**src/verilog/vsd_regs.svh**
```systemverilog
// Register offsets, field positions, reset values and encodings of the VME slave decode block.
`ifndef VSD_REGS_SVH
`define VSD_REGS_SVH

`define VSD_OFF_MON_CTL      8'h00
`define VSD_OFF_MON_BASE     8'h04
`define VSD_OFF_MASTER_CTL   8'h08
`define VSD_OFF_MISC_CONTROL     8'h0C
`define VSD_OFF_SI_CTL       8'h10
`define VSD_OFF_SI_BASE      8'h14
`define VSD_OFF_SI_BOUND     8'h18
`define VSD_OFF_SI_OFFSET    8'h1C
`define VSD_OFF_RI_BASE      8'h20
`define VSD_OFF_RI_CTL       8'h24
`define VSD_OFF_STATUS       8'h28

`define VSD_MON_EN_BIT       31
`define VSD_MON_PGM_LSB      22
`define VSD_MON_SUPER_LSB    20
`define VSD_MON_SPACE_LSB    16
`define VSD_BASE_LSB         12
`define VSD_BUS_NO_LSB       0
`define VSD_SYSCON_BIT       17
`define VSD_IMG_EN_BIT       31
`define VSD_LAS_LSB          0
`define VSD_ST_SYSDET_BIT    8
`define VSD_ST_TYPE1_BIT     9

`define VSD_SPACE_A16        4'h0
`define VSD_SPACE_A24        4'h1
`define VSD_SPACE_A32        4'h2
`define VSD_AMSP_A16         3'h5
`define VSD_AMSP_A24         3'h7
`define VSD_AMSP_A32         3'h1
`define VSD_AM_DATA          2'h1
`define VSD_AM_PROG          2'h2
`define VSD_LAS_CFG          2'h2
`define VSD_CFG_TYPE1_CODE   2'h1
`define VSD_DEV_LAST         5'h14
`define VSD_RESET_WORD       32'h0000_0000

`endif

```
**src/verilog/vsd_pkg.sv**
```systemverilog
// Types shared by the VME slave decode block.
package vsd_pkg;

    typedef enum logic [2:0] {
        S_IDLE,
        S_AV_DONE,
        S_VREG,
        S_LM_ACK,
        S_CFG,
        S_VEND
    } vsd_state_t;

    typedef struct packed {
        vsd_state_t  st;
        logic        boot;
        logic        mon_en;
        logic [1:0]  mon_pgm;
        logic [1:0]  mon_super;
        logic [3:0]  mon_space;
        logic [19:0] mon_base;
        logic [7:0]  bus_no;
        logic        syscon;
        logic        syscon_det;
        logic        si_en;
        logic [1:0]  si_las;
        logic [19:0] si_base;
        logic [19:0] si_bound;
        logic [19:0] si_off;
        logic        ri_en;
        logic [19:0] ri_base;
        logic [3:0]  lm_seen;
        logic        last_t1;
        logic [7:0]  av_addr;
        logic        av_we;
        logic [31:0] av_wdata;
        logic [3:0]  av_be;
        logic        waitreq;
        logic [31:0] av_rdata;
        logic        dtack;
        logic [31:0] vme_rdata;
        logic [3:0]  lm_irq;
        logic        cfg_req;
        logic [31:0] cfg_addr;
        logic        cfg_type1;
        logic        cfg_write;
        logic [31:0] cfg_wdata;
        logic        iack_seen_n;
    } vsd_regs_t;

endpackage

```
**src/verilog/vsd_top.sv**
```systemverilog
// VME slave special decode: location monitors, configuration cycles, first slot detect, register image.
`timescale 1ns/10ps
`include "vsd_regs.svh"
module vsd_top
    import vsd_pkg::*;
(
    input  wire logic        clk_sys,
    input  wire logic        rstn,
    input  wire logic [7:0]  avs_address,
    input  wire logic        avs_read,
    input  wire logic        avs_write,
    input  wire logic [31:0] avs_writedata,
    input  wire logic [3:0]  avs_byteenable,
    output logic [31:0]      avs_readdata,
    output logic             avs_waitrequest,
    input  wire logic        vme_as,
    input  wire logic [31:0] vme_addr,
    input  wire logic [5:0]  vme_am,
    input  wire logic        vme_write,
    input  wire logic [31:0] vme_wdata,
    input  wire logic        vme_own,
    output logic             vme_dtack,
    output logic [31:0]      vme_rdata,
    input  wire logic        vme_bg3in_n,
    input  wire logic        vme_iack_n,
    input  wire logic        vme_iackin_n,
    output logic             vme_iack_seen_n,
    output logic             syscon,
    input  wire logic [31:0] por_reg_base,
    input  wire logic        por_reg_en,
    output logic [3:0]       lm_irq,
    output logic             pci_cfg_req,
    output logic [31:0]      pci_cfg_addr,
    output logic             pci_cfg_type1,
    output logic             pci_cfg_write,
    output logic [31:0]      pci_cfg_wdata,
    input  wire logic        pci_cfg_done,
    input  wire logic [31:0] pci_cfg_rdata
);
    vsd_regs_t s_r;
    vsd_regs_t s_nxt;

    logic        lm_hit;
    logic [1:0]  lm_idx;
    logic [31:0] cfg_ad;
    logic        cfg_t1;
    logic        ri_hit;
    logic        si_hit;
    logic        wr_en;
    logic [7:0]  wr_a;
    logic [31:0] wr_d;

    // Only one control and one base register feed all four monitors.
    vsd_lm_decode u_lm (
        .addr      (vme_addr),
        .am        (vme_am),
        .program_data_select       (s_r.mon_pgm),
        .super_sel (s_r.mon_super),
        .space     (s_r.mon_space),
        .base      (s_r.mon_base),
        .hit       (lm_hit),
        .idx       (lm_idx)
    );

    vsd_cfg_addr u_cfg (
        .vaddr  (vme_addr),
        .offset (s_r.si_off),
        .bus_no (s_r.bus_no),
        .ad     (cfg_ad),
        .type1  (cfg_t1)
    );

    assign ri_hit = s_r.ri_en && (vme_addr[31:12] == s_r.ri_base);
    assign si_hit = s_r.si_en && (s_r.si_las == `VSD_LAS_CFG)
                    && (vme_addr[31:12] >= s_r.si_base) && (vme_addr[31:12] < s_r.si_bound);

    function automatic logic [31:0] rd_word(input vsd_regs_t r, input logic [7:0] a);
        logic [31:0] d;
        d = `VSD_RESET_WORD;
        unique case (a)
            `VSD_OFF_MON_CTL: begin
                d[`VSD_MON_EN_BIT]                    = r.mon_en;
                d[`VSD_MON_PGM_LSB +: 2]              = r.mon_pgm;
                d[`VSD_MON_SUPER_LSB +: 2]            = r.mon_super;
                d[`VSD_MON_SPACE_LSB +: 4]            = r.mon_space;
            end
            `VSD_OFF_MON_BASE:   d[`VSD_BASE_LSB +: 20]   = r.mon_base;
            `VSD_OFF_MASTER_CTL: d[`VSD_BUS_NO_LSB +: 8]  = r.bus_no;
            `VSD_OFF_MISC_CONTROL:   d[`VSD_SYSCON_BIT]       = r.syscon;
            `VSD_OFF_SI_CTL: begin
                d[`VSD_IMG_EN_BIT]                    = r.si_en;
                d[`VSD_LAS_LSB +: 2]                  = r.si_las;
            end
            `VSD_OFF_SI_BASE:    d[`VSD_BASE_LSB +: 20]   = r.si_base;
            `VSD_OFF_SI_BOUND:   d[`VSD_BASE_LSB +: 20]   = r.si_bound;
            `VSD_OFF_SI_OFFSET:  d[`VSD_BASE_LSB +: 20]   = r.si_off;
            `VSD_OFF_RI_BASE:    d[`VSD_BASE_LSB +: 20]   = r.ri_base;
            `VSD_OFF_RI_CTL:     d[`VSD_IMG_EN_BIT]       = r.ri_en;
            `VSD_OFF_STATUS: begin
                d[3:0]                                = r.lm_seen;
                d[`VSD_ST_SYSDET_BIT]                 = r.syscon_det;
                d[`VSD_ST_TYPE1_BIT]                  = r.last_t1;
            end
            default:             d = `VSD_RESET_WORD;
        endcase
        return d;
    endfunction

    function automatic logic [31:0] merge_be(input logic [31:0] old_d, input logic [31:0] new_d,
                                             input logic [3:0] be);
        logic [31:0] m;
        m = {{8{be[3]}}, {8{be[2]}}, {8{be[1]}}, {8{be[0]}}};
        return (old_d & ~m) | (new_d & m);
    endfunction

    always_comb begin
        s_nxt = s_r;

        // Write port: an Avalon write lands at the edge that ends its wait, a VME write in its image cycle.
        wr_en = 1'b0;
        wr_a  = 8'h00;
        wr_d  = 32'h0000_0000;
        if (s_r.st == S_AV_DONE) begin
            wr_en = s_r.av_we;
            wr_a  = s_r.av_addr;
            wr_d  = merge_be(rd_word(s_r, s_r.av_addr), s_r.av_wdata, s_r.av_be);
        end else if (s_r.st == S_VREG) begin
            wr_en = vme_write;
            wr_a  = {vme_addr[7:2], 2'h0};
            wr_d  = vme_wdata;
        end

        if (wr_en) begin
            unique case (wr_a)
                `VSD_OFF_MON_CTL: begin
                    s_nxt.mon_en    = wr_d[`VSD_MON_EN_BIT];
                    s_nxt.mon_pgm   = wr_d[`VSD_MON_PGM_LSB +: 2];
                    s_nxt.mon_super = wr_d[`VSD_MON_SUPER_LSB +: 2];
                    s_nxt.mon_space = wr_d[`VSD_MON_SPACE_LSB +: 4];
                end
                `VSD_OFF_MON_BASE:   s_nxt.mon_base = wr_d[`VSD_BASE_LSB +: 20];
                `VSD_OFF_MASTER_CTL: s_nxt.bus_no   = wr_d[`VSD_BUS_NO_LSB +: 8];
                `VSD_OFF_MISC_CONTROL:   s_nxt.syscon   = wr_d[`VSD_SYSCON_BIT];
                `VSD_OFF_SI_CTL: begin
                    s_nxt.si_en  = wr_d[`VSD_IMG_EN_BIT];
                    s_nxt.si_las = wr_d[`VSD_LAS_LSB +: 2];
                end
                `VSD_OFF_SI_BASE:    s_nxt.si_base  = wr_d[`VSD_BASE_LSB +: 20];
                `VSD_OFF_SI_BOUND:   s_nxt.si_bound = wr_d[`VSD_BASE_LSB +: 20];
                `VSD_OFF_SI_OFFSET:  s_nxt.si_off   = wr_d[`VSD_BASE_LSB +: 20];
                `VSD_OFF_RI_BASE:    s_nxt.ri_base  = wr_d[`VSD_BASE_LSB +: 20];
                `VSD_OFF_RI_CTL:     s_nxt.ri_en    = wr_d[`VSD_IMG_EN_BIT];
                `VSD_OFF_STATUS:     s_nxt.lm_seen  = s_r.lm_seen & ~wr_d[3:0];
                default:             s_nxt.bus_no   = s_r.bus_no;
            endcase
        end

        // The first cycle after reset samples the straps; a software write in that cycle is impossible.
        s_nxt.boot = 1'b0;
        if (s_r.boot) begin
            s_nxt.syscon     = !vme_bg3in_n;
            s_nxt.syscon_det = !vme_bg3in_n;
            s_nxt.ri_base    = por_reg_base[31:12];
            s_nxt.ri_en      = por_reg_en;
        end
        s_nxt.iack_seen_n = s_r.syscon ? vme_iack_n : vme_iackin_n;

        // Monitor interrupts are one-cycle pulses; sticky copies below are set after any clear.
        s_nxt.lm_irq = 4'h0;

        unique case (s_r.st)
            S_IDLE: begin
                s_nxt.waitreq = 1'b1;
                if (vme_as) begin
                    if (ri_hit) begin
                        s_nxt.st = S_VREG;
                    end else if (si_hit) begin
                        s_nxt.cfg_req   = 1'b1;
                        s_nxt.cfg_addr  = cfg_ad;
                        s_nxt.cfg_type1 = cfg_t1;
                        s_nxt.cfg_write = vme_write;
                        s_nxt.cfg_wdata = vme_wdata;
                        s_nxt.last_t1   = cfg_t1;
                        s_nxt.st        = S_CFG;
                    end else if (lm_hit && s_r.mon_en) begin
                        s_nxt.lm_irq[lm_idx]  = 1'b1;
                        s_nxt.lm_seen[lm_idx] = 1'b1;
                        // Write data is dropped here; nothing on this path stores it.
                        s_nxt.st = vme_own ? S_LM_ACK : S_VEND;
                    end else begin
                        s_nxt.st = S_VEND;
                    end
                end else if (avs_read || avs_write) begin
                    s_nxt.av_addr  = avs_address;
                    s_nxt.av_we    = avs_write;
                    s_nxt.av_wdata = avs_writedata;
                    s_nxt.av_be    = avs_byteenable;
                    s_nxt.av_rdata = avs_read ? rd_word(s_r, avs_address) : 32'h0000_0000;
                    s_nxt.waitreq  = 1'b0;
                    s_nxt.st       = S_AV_DONE;
                end
            end
            S_AV_DONE: begin
                s_nxt.waitreq = 1'b1;
                s_nxt.st      = S_IDLE;
            end
            S_VREG: begin
                s_nxt.vme_rdata = rd_word(s_r, {vme_addr[7:2], 2'h0});
                s_nxt.dtack     = 1'b1;
                s_nxt.st        = S_VEND;
            end
            S_LM_ACK: begin
                // Monitor reads carry no data; zero is driven so the bus never floats unknown.
                s_nxt.vme_rdata = 32'h0000_0000;
                s_nxt.dtack     = 1'b1;
                s_nxt.st        = S_VEND;
            end
            S_CFG: begin
                if (pci_cfg_done) begin
                    s_nxt.cfg_req   = 1'b0;
                    s_nxt.vme_rdata = pci_cfg_rdata;
                    s_nxt.dtack     = 1'b1;
                    s_nxt.st        = S_VEND;
                end
            end
            S_VEND: begin
                // Holding here until the strobe drops keeps one VME cycle from being claimed twice.
                if (!vme_as) begin
                    s_nxt.dtack = 1'b0;
                    s_nxt.st    = S_IDLE;
                end
            end
        endcase
    end

    always_ff @(posedge clk_sys) begin
        if (!rstn) begin
            s_r             <= '0;
            s_r.st          <= S_IDLE;
            s_r.boot        <= 1'b1;
            s_r.waitreq     <= 1'b1;
            s_r.iack_seen_n <= 1'b1;
            s_r.mon_space   <= `VSD_SPACE_A32;
        end else begin
            s_r <= s_nxt;
        end
    end

    assign avs_readdata    = s_r.av_rdata;
    assign avs_waitrequest = s_r.waitreq;
    assign vme_dtack       = s_r.dtack;
    assign vme_rdata       = s_r.vme_rdata;
    assign vme_iack_seen_n = s_r.iack_seen_n;
    assign syscon          = s_r.syscon;
    assign lm_irq          = s_r.lm_irq;
    assign pci_cfg_req     = s_r.cfg_req;
    assign pci_cfg_addr    = s_r.cfg_addr;
    assign pci_cfg_type1   = s_r.cfg_type1;
    assign pci_cfg_write   = s_r.cfg_write;
    assign pci_cfg_wdata   = s_r.cfg_wdata;
endmodule

```
**src/verilog/vsd_lm_decode.sv**
```systemverilog
// Location monitor window and address modifier decode.
`timescale 1ns/10ps
`include "vsd_regs.svh"
module vsd_lm_decode
    import vsd_pkg::*;
(
    input  wire logic [31:0] addr,
    input  wire logic [5:0]  am,
    input  wire logic [1:0]  program_data_select,
    input  wire logic [1:0]  super_sel,
    input  wire logic [3:0]  space,
    input  wire logic [19:0] base,
    output logic             hit,
    output logic [1:0]       idx
);
    logic space_ok;
    logic win_ok;
    logic kind_ok;
    logic priv_ok;

    always_comb begin
        space_ok = 1'b0;
        win_ok   = 1'b0;
        unique case (space)
            `VSD_SPACE_A16: begin
                space_ok = (am[5:3] == `VSD_AMSP_A16);
                win_ok   = (addr[15:12] == base[3:0]);
            end
            `VSD_SPACE_A24: begin
                space_ok = (am[5:3] == `VSD_AMSP_A24);
                win_ok   = (addr[23:12] == base[11:0]);
            end
            `VSD_SPACE_A32: begin
                space_ok = (am[5:3] == `VSD_AMSP_A32);
                win_ok   = (addr[31:12] == base);
            end
            default: begin
                space_ok = 1'b0;
                win_ok   = 1'b0;
            end
        endcase
        // Block transfer codes fall through both tests and are never claimed.
        kind_ok = ((am[1:0] == `VSD_AM_DATA) && program_data_select[0]) || ((am[1:0] == `VSD_AM_PROG) && program_data_select[1]);
        priv_ok = am[2] ? super_sel[1] : super_sel[0];
        hit     = space_ok && win_ok && kind_ok && priv_ok;
        idx     = addr[4:3];
    end
endmodule

```
**src/verilog/vsd_cfg_addr.sv**
```systemverilog
// PCI configuration address builder for Type 0 and Type 1 cycles.
`timescale 1ns/10ps
`include "vsd_regs.svh"
module vsd_cfg_addr
    import vsd_pkg::*;
(
    input  wire logic [31:0] vaddr,
    input  wire logic [19:0] offset,
    input  wire logic [7:0]  bus_no,
    output logic [31:0]      ad,
    output logic             type1
);
    logic [31:0] sum;
    logic [20:0] sel;

    assign sum   = vaddr + {offset, 12'h000};
    assign type1 = (vaddr[23:16] != bus_no);

    genvar i;
    generate
        for (i = 0; i <= 20; i = i + 1) begin : g_idsel
            assign sel[i] = (sum[15:11] == 5'(i));
        end
    endgenerate

    // Device numbers above the last idsel line leave every select line low.
    assign ad = type1 ? {sum[31:2], `VSD_CFG_TYPE1_CODE}
                      : {sel, sum[10:2], 2'h0};
endmodule

```
**config.mk**
```make
export PLATFORM = sky130hd
export DESIGN_NAME = vsd_top
export DESIGN_NICKNAME = d
export VERILOG_FILES = /design/src/verilog/vsd_pkg.sv /design/src/verilog/vsd_top.sv /design/src/verilog/vsd_lm_decode.sv /design/src/verilog/vsd_cfg_addr.sv
export VERILOG_INCLUDE_DIRS = /design/src /design/src/verilog
export SDC_FILE = /design/constraint.sdc
export NUM_CORES = 1
export LEC_CHECK = 0
export BUFFER_PORTS_ARGS = -buffer_cell sky130_fd_sc_hd__buf_2
export CORE_ASPECT_RATIO = 0.75
export CORE_UTILIZATION = 30
export DETAILED_ROUTE_END_ITERATION = 7
export GPL_TIMING_DRIVEN = 1
export PLACE_DENSITY = 0.45
export SETUP_SLACK_MARGIN = 0.05
export SLEW_MARGIN = 10
export SYNTH_ARGS = -nofsm -noshare
export SYNTH_HDL_FRONTEND = slang
export SYNTH_SLANG_ARGS = --single-unit
```
**constraint.sdc**
```tcl
create_clock -name clk_sys -period 3.8 [get_ports clk_sys]
set_input_delay 0.19 -clock clk_sys [delete_from_list [all_inputs] [get_ports clk_sys]]
set_output_delay 0.19 -clock clk_sys [all_outputs]
set_load 0.01 [all_outputs]
```
======== Yosys cells after proc, flatten, opt, wreduce, memory -nomap -nowiden ========
Cells that the tools add are included.
word-level totals
  logic and storage cells ................. 284
  register bits after elaboration ......... 314
  input port bits ......................... 190
cells by class
  add/sub/neg operators ................... 1
  multiplexer cells ....................... 103
  eq/ne operators ......................... 84
  $lt $le $gt $ge ......................... 4
  bitwise operators ....................... 12
  reduce and logical (&&, ||, !) cells .... 47
operators with widths
  cell                  number
  $mux W312             1
  $mux W32              5
  $mux W78              2
  $mux W71              2
  $pmux W6 S6           3
  $pmux W7 S5           3
  $mux W20              5
  $eq A8 B5 Y1 const B  12
  $pmux W32 S3          1
  $mux W88              1
  $eq A8 B6 Y1 const B  9
  $mux W67              1
  $mux W66              1
  $and A32 B32 Y32      2
  $pmux W4 S5           3
  $mux W50              1
  $eq A8 B4 Y1 const B  6
  $mux W4               11
  $eq A20 B20 Y1        2
  $eq A5 B4 Y1 const B  8
  $mux W38              1
  $mux W33              1
  $add A32 B32 Y32      1
  $not A32 Y32          1
  64 further kinds      168

======== Logic depth before layout (Yosys ltp) ========
  depth after elaboration ................. 17
  mapped depth ............................ 11
  mapped depth without buffers ............ 9

======== By module ========
A second synthesis with hierarchy kept.
second synthesis, totals
  cell total of the unflattened synthesis .. 2175
  area total of the unflattened synthesis .. 18007.3 µm²
modules (own cells, without submodules)
  module         area an instance (µm²)  seq. area each (µm²)  instances  cells each
  vsd_top        16285.6                 6165.9                1          1933
  vsd_cfg_addr   1371.3                  0.0                   1          197
  vsd_lm_decode  350.3                   0.0                   1          45

======== Worst setup path before layout ========
Ideal clock, no wire load.
  path type ............................... reg2reg
  start ................................... register s_r[242] (netlist bit)
  end ..................................... register s_r, in the netlist pci_cfg_addr[2]
  setup slack ............................. 1.093 ns
  path buffers ............................ 2
  period minus slack after synthesis ...... 2.707 ns
  stages on the path, launching flop included .. 12
  data required time ...................... 3.672 ns
  data arrival time ....................... 2.579 ns
  cells stage by stage .................... dfxtp_1 inv_1 ha_1 a21o_1 a211o_1 a2111o_1 o311ai_2 and4_4 buf_12 buf_12 mux2i_1 nor2_1
between the ends
  word-level cells in the longest chain between the ends .. 3
ends and longest elaborated chain
  what                                line            text
  start, declared                     vsd_top.sv:40   vsd_regs_t s_r;
  start signal, assigned              vsd_top.sv:245  s_r <= s_nxt;
  $lt A20 B20 Y1                      vsd_top.sv:75   && (vme_addr[31:12] >= s_r.si_base) && (vme_addr[31:12] < s_r.si_bound);
  $logic_and A1 B1 Y1                 vsd_top.sv:74   assign si_hit = s_r.si_en && (s_r.si_las == `VSD_LAS_CFG)
  $reduce_and A4 Y1 (no source line)  -
No other way between the ends.
A chain may end at the register's enable or synchronous reset.

======== Worst setup path in the final report ========
  start ................................... register s_r[305] (netlist bit)
  end ..................................... register s_r[313] (netlist bit)
between the ends
  word-level cells in the longest chain between the ends .. 11
ends and longest elaborated chain
  what                                        line                 text
  $eq A4 B2 Y1, or another cell as far along  vsd_lm_decode.sv:24  unique case (space)
  $pmux W1 S3                                 vsd_lm_decode.sv:24
  $logic_and A1 B1 Y1 * (3 in a row)          vsd_lm_decode.sv:45  hit = space_ok && win_ok && kind_ok && priv_ok;
  $logic_and A1 B1 Y1 *                       vsd_top.sv:185       end else if (lm_hit && s_r.mon_en) begin
  $mux W3 *                                   vsd_top.sv:185
  $mux W3 *                                   vsd_top.sv:177       end else if (si_hit) begin
  $mux W3 *                                   vsd_top.sv:175       if (ri_hit) begin
  $mux W3 *                                   vsd_top.sv:174       if (vme_as) begin
  $pmux W3 S5 *                               vsd_top.sv:171       unique case (s_r.st)
Every way passes the cells marked *; elsewhere a longest branch is shown, timed or not.

==> flow_metrics.env <==
export IMPL_initial_core_util_pct=30.4
export IMPL_setup_violations=0
export IMPL_syn_area_per_cell_um2=8.19
export IMPL_final_cell_mix="buf_2, dfxtp_1, nor2_1, nand2_1, a21oi_1"
export IMPL_hold_path_class="in2reg"
export IMPL_fmax_mhz=293
export IMPL_finalCritPeriodShare_pct=89.8
export IMPL_grtUsageTotal_pct=26.1
export IMPL_finish_utilization_pct=37.7
export IMPL_grt_overflow_total=0
export IMPL_die_width_um=284
export IMPL_drt_wl_total_um=82200
export IMPL_crit_family="simple AND/OR/NAND/NOR gates"
export IMPL_dr_pass1_iters=8
export IMPL_antenna_found_initial=1
export IMPL_pin_count=329
export IMPL_clock_skew_final_ns=0.0206
export IMPL_syn_instance_count=2182
export IMPL_synth_edf_count=0
export IMPL_grt_first_pass_wirelength_um=117000
export IMPL_synth_seq_cells=306
export IMPL_path_common_cell="a21oi_1"
export IMPL_htree_levels=2
export IMPL_crit_path_end_kind="register"
export IMPL_p_sw_uw=2240
export IMPL_p_leak_uw=0.00836
export IMPL_cts_root_buf="clkbuf_16"
export IMPL_crit_type="reg2reg"
export IMPL_cts_tree="built"
export IMPL_die_area_um2=60600
export IMPL_crit_fanout=7
export IMPL_fin_area_um2=22200
export IMPL_cts_sinks=306
export IMPL_status="finished, violations left"
export IMPL_slowest_stage="a2111oi_2"
export IMPL_drc=1
export IMPL_ys_warn_count=0
export IMPL_placed_area_um2=19600
export IMPL_core_um2=58900
export IMPL_numCtsBuffers=36
export IMPL_max_slew_worst_pin_slew_ns=1.03
export IMPL_antenna_left=0
export IMPL_cts_clk_slew_worst_paths_ns=0.06
export IMPL_synthToLayoutAreaGrowth_pct=24.0
export IMPL_synthArstFlopShare_pct=0
export IMPL_worst_ir_drop_vdd_uv=259
export IMPL_final_hold_viol_count=0
export IMPL_nFillCells=6098
export IMPL_synth_flop_cell="dfxtp_1"
export IMPL_synth_distinct_cells=77
export IMPL_via_per_inst=5.62
export IMPL_layout_drive_gt1_share_pct=19.9
export IMPL_io_buffers=307
export IMPL_rsz0062_at_grt="no"
export IMPL_combPwrFrac_pct=13.3
export IMPL_wire_per_inst_um=25.0
export IMPL_p_sw_share_pct=27.6
export IMPL_drv_cap=0
export IMPL_post_cts_buffers=0
export IMPL_hold_buffers=135
export IMPL_path_cells="nor3_1 -> nand4_1 -> nor4_1 -> a21oi_1 -> a2111oi_2 -> nand3_1 -> a21oi_1 -> dlygate4sd3_1"
export IMPL_drtIter0Drc=1962
export IMPL_violations="DRC"
export IMPL_grt_max_degree=127
export IMPL_syn_area_um2=17900
export IMPL_via_count=18500
export IMPL_path_buf_inv=1
export IMPL_clockBufferDepth=3
export IMPL_cts_resized=0
export IMPL_yosysSeqAreaShare_pct=34.3
export IMPL_grt_pass1_vias=16900
export IMPL_tns_ns=0
export IMPL_powerDensity_nw_per_um2=366
export IMPL_clockPowerShare_pct=45.1
export IMPL_power_frac_seq_pct=41.6
export IMPL_num_rows=77
export IMPL_maxSlewHeadroom_pct=30.8
export IMPL_drv_slew=0
export IMPL_critPathArrivalTime_ns=3.91
export IMPL_min_period_ns=3.41
export IMPL_nets=2724
export IMPL_max_stage_delay_ns=0.72
export IMPL_gp_congestion=0.994
export IMPL_hpwl_um=62100
export IMPL_layout_commonest_cell="buf_2"
export IMPL_p_int_uw=5880
export IMPL_die_h_um=213
export IMPL_insertion_delay_ns=0.57
export IMPL_critPathRequiredTime_ns=4.30
export IMPL_startpoint_type="register"
final timing paths:
check	start	endpoint	slack, ns	depth (start not counted)
max reg2reg	s_r[305]	s_r[313]	0.39	8
min reg2reg	s_r[169]	s_r[169]	0.45	2
min	por_reg_base[18]	s_r[194]	0.03	4
max	s_r[305]	s_r[313]	0.39	8
layout make-up:
type	count	area [um2]	area share, %
clock inverter	12	129	0.581
sequential	306	6130	27.6
inverter	49	191	0.864
multi-input combinational	1546	9950	44.9
clock buffer	53	1110	5.00
tap	790	988	4.46
antenna	1	2.50	0.0113
timing repair buffer	536	3670	16.5
worst min-delay path, stage by stage:
cell and delay [ns]:
buf_2 0.10, a22oi_1 0.08, o21a_1 0.11, nor2_1 0.07
per-stage QoR:
stage               setup slack (ns)  power, uW  instances  hold WS, ns
floorplan                       1.09       3960       2184        0.290
detailed placement             0.589       4400       3092        0.398
finish                         0.389       8120       3293       0.0262
global route                   0.405       8420       3292       0.0450
CTS                            0.547       8190       3292     0.000826
global placement               0.620       4390       3092        0.389
cell usage after synthesis (22+ instances only):
cell,number,share of area [%]
nand2b_1,28,0.98
o21a_1,22,0.92
a211oi_1,103,4.3
a221oi_1,42,2.1
buf_4,136,5.7
inv_1,49,1.0
a21oi_1,142,4.0
dfxtp_1,306,34
xnor2_1,45,2.2
a222oi_1,32,1.8
o21ai_0,59,1.7
ha_1,58,4.1
nor2_1,310,6.5
a22oi_1,97,4.1
nand2_1,169,3.5
clkbuf_1,118,2.5
nor3_1,56,1.6
nand3_1,40,1.1
mux2i_1,82,4.6
metal layers:
| layer | routed length, um | vias to the layer above | GRT usage (%) |
|---|---|---|---|
| met4 | 1840 | 0 | 6.80 |
| met1 | 38900 | 8903 | 39.3 |
| met3 | 9530 | 90 | 7.62 |
| met5 | 0 | - | 0 |
| met2 | 31900 | 1029 | 35.4 |
| li1 | - | 8475 | - |
cells by family after synthesis:
kind of cell / synth area share, %
buffers and inverters: 10.4
AO/OA/AOI/OAI: 24.9
multiplexers: 4.72
other: 0.0210
AND/OR/NAND/NOR: 18.4
flip-flops: 34.3
XOR/XNOR: 3.09
adder cells (fa/ha/maj): 4.17
sequential cells by signal, summed over array words and instances, names as in the netlist:
register / flops
pci_cfg_req: 1
avs_waitrequest: 1
syscon: 1
lm_irq: 4
pci_cfg_addr: 31
s_r: 171
vme_dtack: 1
vme_rdata: 32
vme_iack_seen_n: 1
pci_cfg_wdata: 32
pci_cfg_write: 1
avs_readdata: 30
power groups by stage:
stage               sequential [uW]  combinational (uW)  clock [uW]
floorplan                      3400                 563           0
global placement               3440                 951           0
detailed placement             3440                 956           0
CTS                            3370                1070        3750
global route                   3380                1160        3870
finish                         3370                1080        3660
Power figures use the tool's default switching activity.
